`src/rtl/nfpi_regs.svh`:
```
// register map, field positions, reset values and timing constants
`ifndef NFPI_REGS_SVH
`define NFPI_REGS_SVH
`define NFPI_A_MODE    4'h0
`define NFPI_A_RATE    4'h1
`define NFPI_A_SET     4'h2
`define NFPI_A_OPCTL   4'h3
`define NFPI_A_CNT1    4'h4
`define NFPI_A_CNT2    4'h5
`define NFPI_A_GPT     4'h6
`define NFPI_A_NRT     4'h7
`define NFPI_A_MRT     4'h8
`define NFPI_A_FLAGS   4'h9
`define NFPI_A_FIFO    4'hA
`define NFPI_A_CMD     4'hB
`define NFPI_A_STAT    4'hC
`define NFPI_M_ISOA    2'h0
`define NFPI_M_RDR     2'h1
`define NFPI_M_ACT     2'h2
`define NFPI_B_TARG    2
`define NFPI_B_AUTO    3
`define NFPI_R_128     2'h0
`define NFPI_B_TFE     0
`define NFPI_B_AM      1
`define NFPI_B_PM      2
`define NFPI_B_FDEN    3
`define NFPI_B_RXEN    0
`define NFPI_B_TXEN    1
`define NFPI_F_CAT     0
`define NFPI_F_EON     1
`define NFPI_F_EOF     2
`define NFPI_F_NRE     3
`define NFPI_F_SFE     4
`define NFPI_F_CRC     5
`define NFPI_F_TXD     6
`define NFPI_F_COL     7
`define NFPI_C_TXCRC   8'hC4
`define NFPI_C_PRESET  8'hCC
`define NFPI_C_INITON  8'hC8
`define NFPI_C_RESPON  8'hC9
`define NFPI_RST_SET   8'h06
`define NFPI_START     8'hF0
`define NFPI_CRC_INIT  16'h6363
`define NFPI_TMR_SHIFT 4
`define NFPI_CLK_NS    100
`define NFPI_IGT_NS    5000
`define NFPI_RGT_NS    1000
`define NFPI_IGT_CYC   ((`NFPI_IGT_NS + `NFPI_CLK_NS - 1) / `NFPI_CLK_NS)
`define NFPI_RGT_CYC   ((`NFPI_RGT_NS + `NFPI_CLK_NS - 1) / `NFPI_CLK_NS)
`endif

```
`src/rtl/nfpi_pkg.sv`:
```
// types shared by the initiator control block
package nfpi_pkg;
	typedef struct packed {
		logic       valid;
		logic [7:0] data;
	} nfpi_byte_t;
	typedef struct packed {
		logic       start;
		logic       valid;
		logic [7:0] data;
		logic       last;
	} nfpi_rx_t;
	typedef enum logic [2:0] {T_IDLE, T_SB, T_LEN, T_DATA, T_CRC1, T_CRC2, T_END} nfpi_tx_state_t;
	typedef enum logic [3:0] {A_IDLE, A_IGUARD, A_ON, A_HOLD, A_NRT, A_MRT, A_RX, A_RCA, A_RGUARD} nfpi_act_state_t;
endpackage

```
`src/rtl/nfpi_initiator_ctrl.sv`:
```
// initiator control: mode/rate selection, 106k transport framing, active field handshake
//
// The register addresses and the strobed register port were decided locally.
`timescale 1ns/100ps
`include "nfpi_regs.svh"

module nfpi_initiator_ctrl (
	input  wire logic               clk_sys,
	input  wire logic               rstn,
	input  wire logic [3:0]         addr,
	input  wire logic [7:0]         wdata,
	input  wire logic               wrStb,
	input  wire logic               rdStb,
	output logic      [7:0]         rdata,
	input  wire logic               extFieldPin,
	input  wire nfpi_pkg::nfpi_rx_t rxLink,
	output nfpi_pkg::nfpi_byte_t    txLink,
	input  wire logic               txReady,
	output logic                    txEnable,
	output logic                    rxEnable,
	output logic                    amEnable,
	output logic                    pmEnable,
	output logic                    fieldDetEnable,
	output logic                    caThreshold,
	output logic      [1:0]         txRate,
	output logic      [1:0]         rxRate
);
	// ----------------------------------------
	// registers and decode
	// ----------------------------------------
	logic [7:0] modeReg, rateReg, setReg, opReg, cnt1, cnt2, gpReg, nrtReg, mrtReg, flags;
	logic [7:0] mem [0:15];
	logic [4:0] wp, rp;
	logic       ext1, extField;
	logic       fieldOnA, rxWatch, txDone;
	logic [15:0] txCrc, rxCrc, tmr;
	logic [12:0] remain;
	logic       rxFirst;
	logic [7:0] setF, clrF;
	nfpi_pkg::nfpi_tx_state_t  tState;
	nfpi_pkg::nfpi_act_state_t aState;

	wire        wrMode   = wrStb && addr == `NFPI_A_MODE;
	wire        wrSet    = wrStb && addr == `NFPI_A_SET;
	wire        wrOp     = wrStb && addr == `NFPI_A_OPCTL;
	wire        cmdWr    = wrStb && addr == `NFPI_A_CMD;
	wire        cmdTx    = cmdWr && wdata == `NFPI_C_TXCRC;
	wire        cmdPre   = cmdWr && wdata == `NFPI_C_PRESET;
	wire        cmdInit  = cmdWr && wdata == `NFPI_C_INITON;
	wire        cmdResp  = cmdWr && wdata == `NFPI_C_RESPON;
	wire [1:0]  modeSel  = modeReg[1:0];
	wire        active   = modeSel == `NFPI_M_ACT && !modeReg[`NFPI_B_TARG];
	wire        autoResp = modeReg[`NFPI_B_AUTO];
	wire        tfActive = setReg[`NFPI_B_TFE] && modeSel == `NFPI_M_ISOA && rateReg[1:0] == `NFPI_R_128
		&& rateReg[3:2] == `NFPI_R_128 || setReg[`NFPI_B_TFE] && active;
	wire [12:0] txCount  = {cnt2[4:0], cnt1};
	wire        fifoFull = (wp[3:0] == rp[3:0]) && (wp[4] != rp[4]);
	wire        fifoEmpty = wp == rp;
	wire        hostPush = wrStb && addr == `NFPI_A_FIFO;
	wire        hostPop  = rdStb && addr == `NFPI_A_FIFO && !fifoEmpty;
	wire        rxAccept = active ? rxWatch : opReg[`NFPI_B_RXEN];
	// length and data go to the FIFO, start byte does not when framing is on
	wire        rxStore  = rxAccept && rxLink.valid && !(tfActive && rxFirst);
	wire        txLoad   = !txLink.valid && tState == nfpi_pkg::T_DATA && remain != 13'h0000;
	wire        push     = (hostPush || rxStore) && !fifoFull;
	wire [7:0]  pushData = rxStore ? rxLink.data : wdata;
	wire        pop      = hostPop || txLoad;
	// reader 212/424 mode uses the transmit rate for reception
	wire [1:0]  next_rxRate = modeSel == `NFPI_M_RDR || active ? rateReg[1:0] : rateReg[3:2];
	// preset in active mode turns on transport framing
	wire [7:0]  presetSet = active ? (setReg | (8'h01 << `NFPI_B_TFE) | (8'h01 << `NFPI_B_AM))
		& ~(8'h01 << `NFPI_B_PM) : (setReg | (8'h01 << `NFPI_B_AM)) & ~(8'h01 << `NFPI_B_PM);
	wire [7:0]  next_setRaw = wrSet ? wdata : cmdPre ? presetSet : setReg;
	// detector enable forced in peer mode
	wire [7:0]  next_setReg = next_setRaw | ({7'h00, active} << `NFPI_B_FDEN);
	// passive field switch-on refused while an external field is present
	// in active mode the transmitter bit belongs to the field-on sequencer
	wire        next_txBit = active ? fieldOnA : wrOp ? wdata[`NFPI_B_TXEN] && (!extField
		|| opReg[`NFPI_B_TXEN]) : opReg[`NFPI_B_TXEN];
	wire [7:0]  next_opReg = {wrOp ? wdata[7:2] : opReg[7:2], next_txBit,
		wrOp ? wdata[`NFPI_B_RXEN] : opReg[`NFPI_B_RXEN]};
	wire [15:0] gpLimit  = {8'h00, gpReg} << `NFPI_TMR_SHIFT;
	wire [15:0] nrtLimit = {8'h00, nrtReg} << `NFPI_TMR_SHIFT;
	wire [15:0] mrtLimit = {8'h00, mrtReg} << `NFPI_TMR_SHIFT;
	wire [7:0]  statVal  = {3'h0, tState != nfpi_pkg::T_IDLE, rxWatch, opReg[`NFPI_B_TXEN], fifoEmpty, extField};
	wire [7:0]  rdMux    =
		addr == `NFPI_A_MODE  ? modeReg :
		addr == `NFPI_A_RATE  ? rateReg :
		addr == `NFPI_A_SET   ? setReg  :
		addr == `NFPI_A_OPCTL ? opReg   :
		addr == `NFPI_A_CNT1  ? cnt1    :
		addr == `NFPI_A_CNT2  ? cnt2    :
		addr == `NFPI_A_GPT   ? gpReg   :
		addr == `NFPI_A_NRT   ? nrtReg  :
		addr == `NFPI_A_MRT   ? mrtReg  :
		addr == `NFPI_A_FLAGS ? flags   :
		addr == `NFPI_A_FIFO  ? mem[rp[3:0]] :
		addr == `NFPI_A_STAT  ? statVal : 8'h00;

	function automatic logic [15:0] crcNext(input logic [15:0] c, input logic [7:0] d);
		logic [7:0] b;
		b = d ^ c[7:0];
		b = b ^ {b[3:0], 4'h0};
		crcNext = {8'h00, c[15:8]} ^ {b, 8'h00} ^ {5'h00, b, 3'h0} ^ {12'h000, b[7:4]};
	endfunction

	// ----------------------------------------
	// host registers
	// ----------------------------------------
	always_ff @(posedge clk_sys or negedge rstn) begin
		if (!rstn) begin
			modeReg <= 8'h00;
			rateReg <= 8'h00;
			setReg  <= `NFPI_RST_SET;
			opReg   <= 8'h00;
			cnt1    <= 8'h00;
			cnt2    <= 8'h00;
			gpReg   <= 8'h00;
			nrtReg  <= 8'h00;
			mrtReg  <= 8'h00;
			flags   <= 8'h00;
			rdata   <= 8'h00;
		end else begin
			if (wrMode) modeReg <= wdata;
			if (wrStb && addr == `NFPI_A_RATE) rateReg <= wdata;
			if (wrStb && addr == `NFPI_A_CNT1) cnt1 <= wdata;
			if (wrStb && addr == `NFPI_A_CNT2) cnt2 <= wdata;
			if (wrStb && addr == `NFPI_A_GPT) gpReg <= wdata;
			if (wrStb && addr == `NFPI_A_NRT) nrtReg <= wdata;
			if (wrStb && addr == `NFPI_A_MRT) mrtReg <= wdata;
			setReg <= next_setReg;
			opReg  <= next_opReg;
			// write one to clear; a new event in the same cycle wins
			flags  <= (flags & ~clrF) | setF;
			rdata  <= rdStb ? rdMux : 8'h00;
		end
	end

	// ----------------------------------------
	// pin sync, fifo, outputs
	// ----------------------------------------
	always_ff @(posedge clk_sys or negedge rstn) begin
		if (!rstn) begin
			ext1           <= 1'b0;
			extField       <= 1'b0;
			wp             <= 5'h00;
			rp             <= 5'h00;
			txEnable       <= 1'b0;
			rxEnable       <= 1'b0;
			amEnable       <= 1'b0;
			pmEnable       <= 1'b0;
			fieldDetEnable <= 1'b0;
			txRate         <= 2'h0;
			rxRate         <= 2'h0;
		end else begin
			ext1     <= extFieldPin;
			extField <= ext1;
			if (push) begin
				mem[wp[3:0]] <= pushData;
				wp <= wp + 5'h01;
			end
			if (pop) rp <= rp + 5'h01;
			txEnable       <= opReg[`NFPI_B_TXEN];
			rxEnable       <= rxAccept;
			amEnable       <= setReg[`NFPI_B_AM];
			pmEnable       <= setReg[`NFPI_B_PM];
			fieldDetEnable <= setReg[`NFPI_B_FDEN];
			txRate         <= rateReg[1:0];
			rxRate         <= next_rxRate;
		end
	end

	// ----------------------------------------
	// transmit framer
	// ----------------------------------------
	always_ff @(posedge clk_sys or negedge rstn) begin
		if (!rstn) begin
			tState <= nfpi_pkg::T_IDLE;
			txLink <= '0;
			txCrc  <= `NFPI_CRC_INIT;
			remain <= 13'h0000;
			txDone <= 1'b0;
		end else begin
			txDone <= 1'b0;
			if (txLink.valid && txReady) txLink.valid <= 1'b0;
			case (tState)
				nfpi_pkg::T_IDLE: if (cmdTx) begin
					txCrc  <= `NFPI_CRC_INIT;
					remain <= txCount;
					tState <= tfActive ? nfpi_pkg::T_SB : nfpi_pkg::T_DATA;
				end
				// start byte first, outside the CRC
				nfpi_pkg::T_SB: if (!txLink.valid) begin
					txLink <= '{valid: 1'b1, data: `NFPI_START};
					tState <= nfpi_pkg::T_LEN;
				end
				// length is byte count plus one
				nfpi_pkg::T_LEN: if (!txLink.valid) begin
					txLink <= '{valid: 1'b1, data: cnt1 + 8'h01};
					txCrc  <= crcNext(txCrc, cnt1 + 8'h01);
					tState <= nfpi_pkg::T_DATA;
				end
				nfpi_pkg::T_DATA: if (!txLink.valid) begin
					if (remain == 13'h0000) begin
						tState <= nfpi_pkg::T_CRC1;
					end else begin
						txLink <= '{valid: 1'b1, data: mem[rp[3:0]]};
						txCrc  <= crcNext(txCrc, mem[rp[3:0]]);
						remain <= remain - 13'h0001;
					end
				end
				nfpi_pkg::T_CRC1: if (!txLink.valid) begin
					txLink <= '{valid: 1'b1, data: txCrc[7:0]};
					tState <= nfpi_pkg::T_CRC2;
				end
				nfpi_pkg::T_CRC2: if (!txLink.valid) begin
					txLink <= '{valid: 1'b1, data: txCrc[15:8]};
					tState <= nfpi_pkg::T_END;
				end
				nfpi_pkg::T_END: if (!txLink.valid) begin
					txDone <= 1'b1;
					tState <= nfpi_pkg::T_IDLE;
				end
				default: tState <= nfpi_pkg::T_IDLE;
			endcase
		end
	end

	// ----------------------------------------
	// receive checker
	// ----------------------------------------
	always_ff @(posedge clk_sys or negedge rstn) begin
		if (!rstn) begin
			rxFirst <= 1'b1;
			rxCrc   <= `NFPI_CRC_INIT;
		end else if (rxAccept && rxLink.start) begin
			rxFirst <= 1'b1;
			rxCrc   <= `NFPI_CRC_INIT;
		end else if (rxAccept && rxLink.valid) begin
			rxFirst <= 1'b0;
			if (rxStore) rxCrc <= crcNext(rxCrc, rxLink.data);
		end
	end

	// ----------------------------------------
	// active field handshake
	// ----------------------------------------
	always_ff @(posedge clk_sys or negedge rstn) begin
		if (!rstn) begin
			aState      <= nfpi_pkg::A_IDLE;
			tmr         <= 16'h0000;
			fieldOnA    <= 1'b0;
			rxWatch     <= 1'b0;
			caThreshold <= 1'b0;
		end else begin
			tmr <= tmr + 16'h0001;
			case (aState)
				// from idle, the field comes on only through the field-on commands
				nfpi_pkg::A_IDLE: if (active && (cmdInit || cmdResp)) begin
					caThreshold <= 1'b1;
					tmr         <= 16'h0000;
					if (!extField) begin
						fieldOnA <= 1'b1;
						aState   <= cmdInit ? nfpi_pkg::A_IGUARD : nfpi_pkg::A_RGUARD;
					end
				end
				// done after the initial guard time
				nfpi_pkg::A_IGUARD: if (tmr >= 16'(`NFPI_IGT_CYC)) begin
					caThreshold <= 1'b0;
					aState      <= nfpi_pkg::A_ON;
				end
				nfpi_pkg::A_ON: if (txDone) begin
					tmr    <= 16'h0000;
					aState <= nfpi_pkg::A_HOLD;
				end
				// field off after the general timer delay
				nfpi_pkg::A_HOLD: if (tmr >= gpLimit) begin
					fieldOnA <= 1'b0;
					tmr      <= 16'h0000;
					aState   <= nfpi_pkg::A_NRT;
				end
				// wait for target field within the no-response time
				nfpi_pkg::A_NRT: if (extField) begin
					tmr    <= 16'h0000;
					aState <= nfpi_pkg::A_MRT;
				end else if (tmr >= nrtLimit) begin
					aState <= nfpi_pkg::A_IDLE;
				end
				// receiver unmasked once the mask time is over
				nfpi_pkg::A_MRT: if (tmr >= mrtLimit) begin
					rxWatch <= 1'b1;
					aState  <= nfpi_pkg::A_RX;
				end
				// target field drop, optional automatic response
				nfpi_pkg::A_RX: if (!extField) begin
					rxWatch     <= 1'b0;
					caThreshold <= autoResp;
					aState      <= autoResp ? nfpi_pkg::A_RCA : nfpi_pkg::A_IDLE;
				end
				nfpi_pkg::A_RCA: begin
					tmr <= 16'h0000;
					if (extField) begin
						caThreshold <= 1'b0;
						aState      <= nfpi_pkg::A_IDLE;
					end else begin
						fieldOnA <= 1'b1;
						aState   <= nfpi_pkg::A_RGUARD;
					end
				end
				nfpi_pkg::A_RGUARD: if (tmr >= 16'(`NFPI_RGT_CYC)) begin
					caThreshold <= 1'b0;
					aState      <= nfpi_pkg::A_ON;
				end
				default: aState <= nfpi_pkg::A_IDLE;
			endcase
			if (!active) begin
				aState   <= nfpi_pkg::A_IDLE;
				fieldOnA <= 1'b0;
				rxWatch  <= 1'b0;
			end
		end
	end

	// ----------------------------------------
	// event flags
	// ----------------------------------------
	wire guardDone = aState == nfpi_pkg::A_IGUARD && tmr >= 16'(`NFPI_IGT_CYC)
		|| aState == nfpi_pkg::A_RGUARD && tmr >= 16'(`NFPI_RGT_CYC);
	wire colHit = extField && (aState == nfpi_pkg::A_RCA
		|| aState == nfpi_pkg::A_IDLE && active && (cmdInit || cmdResp));
	// start byte mismatch raises soft framing error
	wire sfeHit = rxAccept && rxLink.valid && tfActive && rxFirst && rxLink.data != `NFPI_START;
	// residue must be zero after the CRC bytes
	wire crcHit = rxAccept && rxLink.last && rxCrc != 16'h0000;
	always_comb begin
		setF                = 8'h00;
		setF[`NFPI_F_CAT]   = guardDone;
		setF[`NFPI_F_EON]   = aState == nfpi_pkg::A_NRT && extField;
		setF[`NFPI_F_EOF]   = aState == nfpi_pkg::A_RX && !extField;
		setF[`NFPI_F_NRE]   = aState == nfpi_pkg::A_NRT && !extField && tmr >= nrtLimit;
		setF[`NFPI_F_SFE]   = sfeHit;
		setF[`NFPI_F_CRC]   = crcHit;
		setF[`NFPI_F_TXD]   = txDone;
		setF[`NFPI_F_COL]   = colHit;
		clrF                = (wrStb && addr == `NFPI_A_FLAGS) ? wdata : 8'h00;
	end

endmodule // nfpi_initiator_ctrl

```
`config.mk`:
```
export PLATFORM = sky130hd
export DESIGN_NAME = nfpi_initiator_ctrl
export DESIGN_NICKNAME = d
export VERILOG_FILES = /design/src/rtl/nfpi_pkg.sv /design/src/rtl/nfpi_initiator_ctrl.sv
export VERILOG_INCLUDE_DIRS = /design/src /design/src/rtl
export SDC_FILE = /design/constraint.sdc
export NUM_CORES = 1
export LEC_CHECK = 0
export ABC_CLOCK_PERIOD_IN_PS = 3550
export BUFFER_PORTS_ARGS = -buffer_cell sky130_fd_sc_hd__buf_4
export CAP_MARGIN = 20
export CORE_MARGIN = 2
export CORE_UTILIZATION = 55
export CTS_BUF_LIST = sky130_fd_sc_hd__clkbuf_8
export DETAILED_ROUTE_END_ITERATION = 8
export PLACE_DENSITY = 0.84
export SYNTH_ARGS = -nofsm -noshare
export SYNTH_HDL_FRONTEND = slang
export SYNTH_SLANG_ARGS = --single-unit
```
`constraint.sdc`:
```
create_clock -name clk_sys -period 3.55 [get_ports clk_sys]
set_input_delay 0.5325 -clock clk_sys [delete_from_list [all_inputs] [get_ports clk_sys]]
set_output_delay 0.5325 -clock clk_sys [all_outputs]
set_load 0.05 [all_outputs]
```
==> results of run 1 <==
## cells in the mapped netlist, types with 9 or more instances
cell type / n / area (sq um)
dfrtp_1: 172 / 4304
dfstp_2: 19 / 499.2
xor2_1: 39 / 341.6
clkbuf_1: 52 / 195.2
and3_1: 12 / 75.07
a22oi_1: 17 / 127.6
nor3_1: 21 / 105.1
o21ai_0: 110 / 550.5
o22ai_1: 20 / 125.1
a211oi_1: 17 / 127.6
nor2_1: 123 / 461.7
o211ai_1: 12 / 90.09
mux4_1: 9 / 236.5
nand2_1: 166 / 623.1
buf_1: 10 / 37.54
ha_1: 33 / 412.9
a21oi_1: 85 / 425.4
edfxtp_1: 128 / 3844
mux2i_1: 45 / 450.4
inv_1: 49 / 183.9
nand3_1: 35 / 175.2
mux2_2: 49 / 551.8
a21o_1: 13 / 97.59
nand4_1: 14 / 87.58
nand2b_1: 13 / 81.33
xnor2_1: 61 / 534.3
buf_2: 15 / 75.07
mux4_2: 18 / 405.4
nor2b_1: 14 / 87.58
nor4_1: 12 / 75.07
## per-stage QoR
| step | area (sq um) | std cells |
|---|---|---|
| after floorplan | 16440 | 1504 |
| after global placement | 17310 | 1907 |
| after detailed placement | 17310 | 1907 |
| after CTS | 18490 | 2009 |
| after global routing | 18500 | 2010 |
| final | 18500 | 2010 |
## sequential cells by signal, indices dropped and copies added (netlist names), 8 cells and up
name     flops
mem        128
mrtReg       8
txLink       9
flags        8
nrtReg       8
rdata        8
rateReg      8
cnt2         8
txCrc       16
remain      13
setReg       8
opReg        8
tmr         16
modeReg      8
rxCrc       16
gpReg        8
cnt1         8
## power groups by stage
stage / combinational (mW) / clock (mW) / sequential, mW
6_report: 5.62 / 3.54 / 5.53
5_1_grt: 6.08 / 3.75 / 5.62
4_1_cts: 5.56 / 3.57 / 5.50
3_5_place_dp: 5.53 / 0 / 5.56
3_3_place_gp: 5.37 / 0 / 5.53
2_1_floorplan: 4.14 / 0 / 5.43
## critical path, stage by stage (launching register included)
cell and delay [ns]:
dfrtp_1 0.39, inv_1 0.09, ha_1 0.19, or4b_1 0.56, nor4_4 0.32, a211o_1 0.41, and2_1 0.53, nor2_1 0.14
a22oi_1 0.15, o21ai_0 0.11
## area by class of cell
class / count / area share
timing repair buffer: 102 / 0.04323
inverter: 51 / 0.01035
clock inverter: 38 / 0.01664
tap: 390 / 0.02638
clock buffer: 63 / 0.04688
sequential: 319 / 0.4676
multi-input combinational: 1046 / 0.3888
antenna: 1 / 0.0001353
## cells by family (layout without fill, tap and decap cells)
| kind of cell | count (synthesis) | in the layout | synth area share |
|---|---|---|---|
| fa+ha+maj | 33 | 33 | 0.02511 |
| flops | 319 | 319 | 0.5258 |
| simple gates | 449 | 449 | 0.1270 |
| xor+xnor | 103 | 103 | 0.05661 |
| other cells | 0 | 1 | 0 |
| mux | 121 | 121 | 0.09998 |
| buf+inv | 139 | 254 | 0.03683 |
| compound gates | 340 | 340 | 0.1287 |
## placed cells by master (no fill, tap or decap), types with 33 or more instances in the layout
cell,Yosys,final
nor2_1,123,123
mux2i_1,45,45
nand2_1,166,166
xor2_1,39,39
ha_1,33,33
inv_1,49,61
a21oi_1,85,85
buf_4,5,98
edfxtp_1,128,128
nand3_1,35,35
o21ai_0,110,110
xnor2_1,61,61
mux2_2,49,49
dfrtp_1,172,171
clkbuf_8,0,64
## final timing paths
check                       endpoint  slack (ns)  depth (start not counted)
setup / recovery            txCrc[3]        0.46                          9
hold / removal                  ext1        0.03                          1
setup reg to reg            txCrc[3]        0.46                          9
hold reg to reg             extField        0.37                          0
max in group asynchronous      rp[1]        1.83                          3
min in group asynchronous  mrtReg[5]        0.46                          2
## what timing repair did
| item | CTS | global route |
|---|---|---|
| endpoints found under the setup margin | 0 | 0 |
| hold buffers | 1 | 0 |
| hold endpoints to repair | 38 | 0 |
## layer usage
metal,GRT usage,part of all wire
met5,0.004808,0
met4,0.1446,0.051
met3,0.05112,0.098
met2,0.4549,0.46
met1,0.3979,0.39
==> metrics.md, run 1 <==
| Metric | Value |
|---|---|
| Via/cell ratio | 6.284 |
| Worst setup EP type | flop |
| PostCTS Resize Cnt | 0 |
| Setup crit start | remain[0] |
| Tcrit/Tclk final | 0.8692 |
| CP Max Fanout | 14 |
| Tightest Pin Transition | 0.9953 ns |
| Power per cell area | 794.4 mW/mm^2 |
| Max-slew violations | 0 |
| Mapped Area | 0.01644 sq mm |
| DR pass1 iterations | 6 |
| Die Y | 176.9 microns |
| DR iter-0 viols | 1607 |
| Placement Setup Slack | 0.5300 ns |
| Pin count of the biggest net entering global routing | 143 |
| Total power | 14.69 mW |
| Sequential fraction of the synthesis area | 0.5258 |
| P_sw | 5.715 mW |
| FF-to-FF Start | remain[0] |
| I/O pins | 56 |
| Initial antenna violation count | 2 |
| Drt total wl | 45.00 mm |
| Unique cell type count in the Yosys netlist | 82 |
| Hold Fails Final Rpt | 0 |
| Die X | 176.9 microns |
| Status | completed |
| Fraction of registers with async set/reset | 0.5987 |
| H-tree depth | 2 |
| Sw Ratio | 0.3890 |
| Number of synthesized flops with an enable pin | 128 |
| Syn_nets | 1566 |
| Pint | 8.977 mW |
| CTS Buf Count | 54 |
| CTS tree | yes |
| Fin Clk Skew | 0.04538 ns |
| Multi-input gate area | 0.007192 sq mm |
| Die Area | 0.03130 sq mm |
| GRT Util Overall | 0.2922 |
| Filler instances | 2270 |
| Slew HR | 0.3365 |
| Sequential power share | 0.377 |
| Syn-to-layout area delta | 12.48% |
| Share of layout cells above drive strength 1 | 0.1760 |
| Required time worst endpoint | 3.99 ns |
| First-pass GRT wire length | 70.12 mm |
| Vias in the first global route | 12480 |
| HP Start | extFieldPin |
| Clk pwr share | 0.241 |
| Synthesized instance count | 1504 |
| Critical path arrival | 3.53 ns |
| Clock sinks | 319 |
| Grt total ovfl | 0 |
| Initial core utilization | 0.5563 |
| Hold WS | 0.02743 ns |
| Average wire per standard cell | 22.39 microns |
| Clock-pin transition on the worst setup and hold timing paths | 0.06 ns |
| Clock root cell | clkbuf_8 |
| Synthesized area per cell | 10.93 sq um |
| Final setup violation count | 0 |
| Comb pwr share | 0.382 |
| Buffers on Ports | 55 |
| Core Area | 0.02956 sq mm |
| Routability congestion estimate | 0.9780 |
| Worst min-delay path class | input port to flop |
| Clk Latency, worst-skew pair | 0.62 ns |
| #FFs+latches synth | 319 |
| Worst vdd ir | 0.0005264 V |
| Register area | 0.008648 sq mm |
| Fmax | 324.1 MHz |
| # rows | 63 |
| Yosys warnings | 0 |
| Tmin final | 3.086 ns |
| Post-DRT Antenna Nets | 0 |
| CP Class | flop to flop |
| Synth Flop Type | dfrtp_1 |
| Final setup TNS | 0 ns |
| Buffer depth of the longest clock path | 3 |
| Drc violations | 0 |
| Post CTS Setup Buffer Count | 0 |
| RSZ-0062 raised after global routing | false |
| Final setup margin | 0.4645 ns |
| Layout Nets | 1636 |
| P_leak | 7.610 nW |
| Post-layout util | 0.6257 |
| Crit start category | flop |
| Via count | 12630 |
| Total of max-cap violations | 0 |
| DP HPWL | 30.90 mm |
(Power assumes the default switching activity.)
==> run 2, diff against run 1 <==
==> constraint.sdc (replaced) <==
create_clock -name clk_sys -period 3.55 [get_ports clk_sys]
set_input_delay 0.71 -clock clk_sys [delete_from_list [all_inputs] [get_ports clk_sys]]
set_output_delay 0.71 -clock clk_sys [all_outputs]
set_load 0.05 [all_outputs]
==> run 2 against run 1 <==
Compared with the run above: first-iteration DRC count is 8.2% higher; critical path depth is 1 lower; register-to-register slack hardly changed; non-clock buffer count is 5 higher; maximum frequency is 0.48% higher; via count is 0.72% higher; sequential share of layout area is 0.27 points higher; clock power is 8.5% lower; sequential cell count stayed put; critical endpoint unchanged; largest cell class unchanged.
==> metrics.md, run 2 (synthesis gave the netlist of run 1 again) <==
| Metric | Value |
|---|---|
| H-tree depth | 2 |
| P_leak | 7.564 nW |
| Final Non-Filler Cells | 2011 |
| Critical path arrival | 3.53 ns |
| Status | completed |
| Final setup violation count | 0 |
| Critical path's top delay family | multiplexers |
| Reg2reg end | txCrc[3] |
| Total of max-cap violations | 0 |
| First-pass GRT wire length | 71.66 mm |
| Initial antenna violation count | 1 |
| Initial core utilization | 0.5563 |
| Worst Setup EP | txCrc[3] |
| Hold Fails Final Rpt | 0 |
| Die X | 176.9 microns |
| Max reg flops | 128 |
| Critical Path Slowest Stage Cell | dfrtp_1 |
| CTS Buf Count | 52 |
| Pin count of the biggest net entering global routing | 73 |
| Tcrit/Tclk final | 0.8650 |
| Final Instance Area | 0.01839 sq mm |
| Die Area | 0.03130 sq mm |
| PostCTS Resize Cnt | 0 |
| Post CTS Setup Buffer Count | 0 |
| Clk Latency, worst-skew pair | 0.61 ns |
| Crit path cell chain | buf_4 > mux4_1 > mux2i_1 > mux2_2 > xor2_1 > xnor2_1 > xnor2_1 > o21ai_0 |
| Required time worst endpoint | 4.01 ns |
| Buffers on Ports | 55 |
| Vias in the first global route | 12540 |
| Hold WS | 0.03148 ns |
| DP HPWL | 32.10 mm |
| Layout Nets | 1639 |
| # hold bufs at CTS | 0 |
| Share of layout cells above drive strength 1 | 0.1716 |
| Most common cell after layout, fill and taps aside | dfrtp_1 |
| CP Max Fanout | 12 |
| Clock root cell | clkbuf_8 |
| Clock sinks | 319 |
| Via/cell ratio | 6.326 |
| Setup crit start | rp[2] |
| CP max stage delay | 0.79 ns |
| Filler instances | 2276 |
| Worst vdd ir | 0.0005307 V |
| Routability congestion estimate | 0.9931 |
| Crit-path most repeated cell | xnor2_1 |
| Tmin final | 3.071 ns |
| Buffer depth of the longest clock path | 3 |
| Drt total wl | 46.22 mm |
| Placed Cells | 1913 |
| Syn-to-layout area delta | 11.84% |
| DR iter-0 viols | 1739 |
| Placement Setup Slack | 0.5273 ns |
| DR pass1 iterations | 7 |
| CP Class | flop to flop |
| Slew HR | 0.3900 |
| RSZ-0062 raised after global routing | false |
| Most frequent cells in the layout | dfrtp_1 (171), nand2_1 (166), edfxtp_1 (128) |
| FF-to-FF Start | rp[2] |
| Placed cell areas | 0.01733 sq mm |
| Clock-pin transition on the worst setup and hold timing paths | 0.06 ns |
| Drc violations | 0 |
| Total power | 14.42 mW |
| Fin Clk Skew | 0.02569 ns |
| Via count | 12720 |
| Post-layout util | 0.6222 |
| Crit start category | flop |
| # rows | 63 |
| Average wire per standard cell | 22.98 microns |
| Max-slew violations | 0 |
| Tightest Pin Transition | 0.9150 ns |
| Power per cell area | 784.2 mW/mm^2 |
| Grt total ovfl | 0 |
| Fmax | 325.7 MHz |
| GRT Util Overall | 0.3002 |
| Worst path depth | 8 |
| R2r setup slk | 0.48 ns |
| Die Y | 176.9 microns |
| Core Area | 0.02956 sq mm |
| CTS tree | yes |
| Crit path buf inv count | 1 |
| Post-DRT Antenna Nets | 0 |
| I/O pins | 56 |
| Worst setup EP type | flop |
| Final setup TNS | 0 ns |
| Final setup margin | 0.4794 ns |
| Worst min-delay path class | input port to asynchronous set/reset pin |
| Worst r2r path cells | 8 |
## run 2: layout make-up
class	count	area (sq um)	share of cell area
flip-flops and latches	319	8648	0.4702
diodes	1	2.502	0.0001361
multi-input cells	1046	7192	0.3910
clock inverters	40	275.3	0.01497
clock buffers	57	784.5	0.04266
well taps	390	488.0	0.02653
inverters	51	191.4	0.01041
repair buffers	107	809.5	0.04402
## run 2: worst min-delay path by stage
stage,depth (start not counted),start,endpoint
detailed placement,0,ext1,extField
finish,1,rstn,tmr[5]
global placement,0,ext1,extField
CTS,1,rstn,tmr[1]
floorplan,0,ext1,extField
global route,1,rstn,tmr[1]
## run 2: metal layers
metal	vias up	GRT usage	share of wire
met5	-	0	0
met4	0	0.1360	0.045
met3	161	0.05412	0.093
met2	722	0.4816	0.48
met1	6218	0.4009	0.39
li1	5621	-	-
## run 2: report_power, final
| group | switching (mW) | internal (mW) |
|---|---|---|
| clock network | 1.52 | 1.72 |
| registers | 0.924 | 4.65 |
| logic | 3.23 | 2.38 |
==> run 3, diff against run 2 <==
--- a/config.mk
+++ b/config.mk
@@ -6,6 +6,7 @@
 export SDC_FILE = /design/constraint.sdc
 export NUM_CORES = 1
 export LEC_CHECK = 0
+export ABC_AREA = 1
 export ABC_CLOCK_PERIOD_IN_PS = 3550
 export BUFFER_PORTS_ARGS = -buffer_cell sky130_fd_sc_hd__buf_4
 export CAP_MARGIN = 20
==> run 3 against run 2 <==
Compared with the run above: worst setup slack improved by 0.12 ns; via count rose by 12%; maximum frequency rose by 4.0%; sequential cell count unchanged; register-to-register slack better by 0.12 ns; total power grew 5.7%; area after synthesis grew 1.5%; global-route usage down 1.1 points; critical endpoint is now mem[5][2]; largest cell class unchanged.
==> metrics.md, run 3 <==
| Metric | Value |
|---|---|
| Layout Nets | 2104 |
| RSZ-0062 raised after global routing | false |
| CP Class | flop to flop |
| Worst path depth | 11 |
| Total power | 15.25 mW |
| Worst r2r path cells | 11 |
| Final Non-Filler Cells | 2475 |
| Worst setup EP type | flop |
| DR WL met3 | 4.639 mm |
| Clock-pin transition on the worst setup and hold timing paths | 0.06 ns |
| # rows | 63 |
| Grt total ovfl | 0 |
| Critical path's top delay family | simple AND/OR/NAND/NOR gates |
| Top layer in use | met4 |
| Fraction of registers with async set/reset | 0.5987 |
| DR iter-0 viols | 1725 |
| Final setup TNS | 0 ns |
| Syn_nets | 2020 |
| Yosys warnings | 0 |
| Tightest Pin Transition | 0.9201 ns |
| Unique cell type count in the Yosys netlist | 59 |
| Fin Clk Skew | 0.02361 ns |
| I/O pins | 56 |
| Max-slew violations | 0 |
| Pin count of the biggest net entering global routing | 72 |
| Core Area | 0.02980 sq mm |
| Via count | 14270 |
| Clock root cell | clkbuf_8 |
| Crit path cell chain | nor3_4 > o21ai_1 > inv_1 > nand2_1 > inv_2 > nand2_1 > nand2_1 > nand2_2 > nor2_2 > nand2_1 > nor2_1 |
| CTS tree | yes |
| Initial core utilization | 0.5601 |
| Initial antenna violation count | 1 |
| Required time worst endpoint | 3.76 ns |
| Tcrit/Tclk final | 0.8315 |
| Slew HR | 0.3825 |
| Die X | 178.2 microns |
| Area share of the largest cell type after synthesis | 0.2579 |
| Die Y | 178.2 microns |
| Multi-input gate area | 0.006770 sq mm |
| Critical path arrival | 3.16 ns |
| Synthesized instance count | 1958 |
| Status | completed |
| Clk Latency, worst-skew pair | 0.59 ns |
| Via/cell ratio | 5.765 |
| Crit-path most repeated cell | nand2_1 |
| Placed Cells | 2378 |
| CP Max Fanout | 14 |
| Filler instances | 2440 |
| GRT Util Overall | 0.2895 |
| Worst min-delay path class | input port to flop |
| CP max stage delay | 0.56 ns |
| Buffers on Ports | 55 |
| Synth Flop Type | dfrtp_1 |
| #FFs+latches synth | 319 |
| Total of max-cap violations | 0 |
| Share of layout cells above drive strength 1 | 0.1243 |
| Fmax | 338.8 MHz |
| Drc violations | 0 |
| Routability congestion estimate | 0.9791 |
| Final setup violation count | 0 |
| Critical Path Slowest Stage Cell | nor2_1 |
| Max reg flops | 128 |
| Mapped Area | 0.01669 sq mm |
| Register area | 0.008648 sq mm |
| Hold Fails Final Rpt | 0 |
| CTS Buf Count | 51 |
| Drt total wl | 44.81 mm |
| Die Area | 0.03175 sq mm |
| Crit start category | flop |
| Cell taking the most area after synthesis | dfrtp_1 |
| Post-DRT Antenna Nets | 0 |
| Metal2 WL | 20.30 mm |
| Vias in the first global route | 13630 |
| Most common cell after layout, fill and taps aside | nand2_1 |
| Hold path depth | 1 |
| DR pass1 iterations | 6 |
| Tmin final | 2.952 ns |
| Top post-synthesis cells by count | nand2_1 (465), inv_1 (234), nor2_1 (197) |
| DP HPWL | 31.55 mm |
| PostCTS Resize Cnt | 0 |
| First-pass GRT wire length | 71.46 mm |
| Area contributors post-synth | dfrtp_1 (26%), edfxtp_1 (23%), nand2_1 (10%), o21ai_0 (5.7%), inv_1 (5.3%) |
| Crit path buf inv count | 2 |
| H-tree depth | 2 |
| Most frequent cells in the layout | nand2_1 (465), inv_1 (240), nor2_1 (197) |
| Power per cell area | 816.9 mW/mm^2 |
| Buffer depth of the longest clock path | 3 |
| Worst vdd ir | 0.0004510 V |
| Average wire per standard cell | 18.11 microns |
| Clock sinks | 319 |
| P_leak | 8.474 nW |
| Most frequent cell after synthesis | nand2_1 |
| Number of synthesized flops with an enable pin | 128 |
| M1 WL | 18.18 mm |
| Syn-to-layout area delta | 11.83% |
| Sequential fraction of the synthesis area | 0.5181 |
| Synthesized area per cell | 8.523 sq um |
## run 3: per-layer routing
metal / vias up / GRT usage
met1: 6682 / 0.4042
li1: 6625 / -
met4: 0 / 0.1203
met3: 142 / 0.05264
met5: - / 0
met2: 820 / 0.4486
## run 3: worst paths after layout
check	start	to	slack [ns]
min in group asynchronous	rstn	remain[12]	0.50
worst min register to register	ext1	extField	0.36
worst min-delay path	extFieldPin	ext1	0.25
worst max register to register	modeReg[0]	mem[5][2]	0.60
worst max-delay path	modeReg[0]	mem[5][2]	0.60
max in group asynchronous	rstn	pmEnable	1.94
## run 3: cell families (layout without fill, tap and decap cells)
group	Yosys count	in the layout	share of synthesized area
fa+ha+maj	33	33	0.02474
compound gates	324	324	0.1062
xor+xnor	66	66	0.03891
simple gates	911	911	0.2358
flops	319	319	0.5181
buf+inv	305	431	0.07617
other cells	0	1	0
## run 3: cell type report
| class | instances | area share |
|---|---|---|
| Sequential cell | 319 | 0.4634 |
| Inverter | 253 | 0.05115 |
| Multi-Input combinational cell | 1334 | 0.3628 |
| Tap cell | 390 | 0.02615 |
| Clock buffer | 63 | 0.04646 |
| Clock inverter | 32 | 0.01542 |
| Antenna cell | 1 | 0.0001341 |
| Timing Repair Buffer | 83 | 0.03453 |
## run 3: power breakdown
part | switching [mW] | total (mW) | internal, mW | leakage, nW
combinational | 4.44 | 6.44 | 2.00 | 4.35
sequential | 0.654 | 5.30 | 4.64 | 3.52
clock | 1.53 | 3.51 | 1.98 | 0.608
## run 3: stage by stage
step,worst slack [ns],cell area (sq um),hold slack [ns],utilization
2_1_floorplan,1.101,16690,0.3312,-
3_3_place_gp,0.7321,17500,0.3333,0.5872
3_5_place_dp,0.7181,17500,0.3477,0.5872
4_1_cts,0.6305,18660,0.2088,0.6263
5_1_grt,0.4052,18660,0.2033,0.6264
6_report,0.5980,18660,0.2473,0.6264
## run 3: what timing repair did
action | in CTS | in global routing
setup buffers | 0 | 0
hold buffers | 1 | 0
endpoints found under the hold margin | 4 | 0
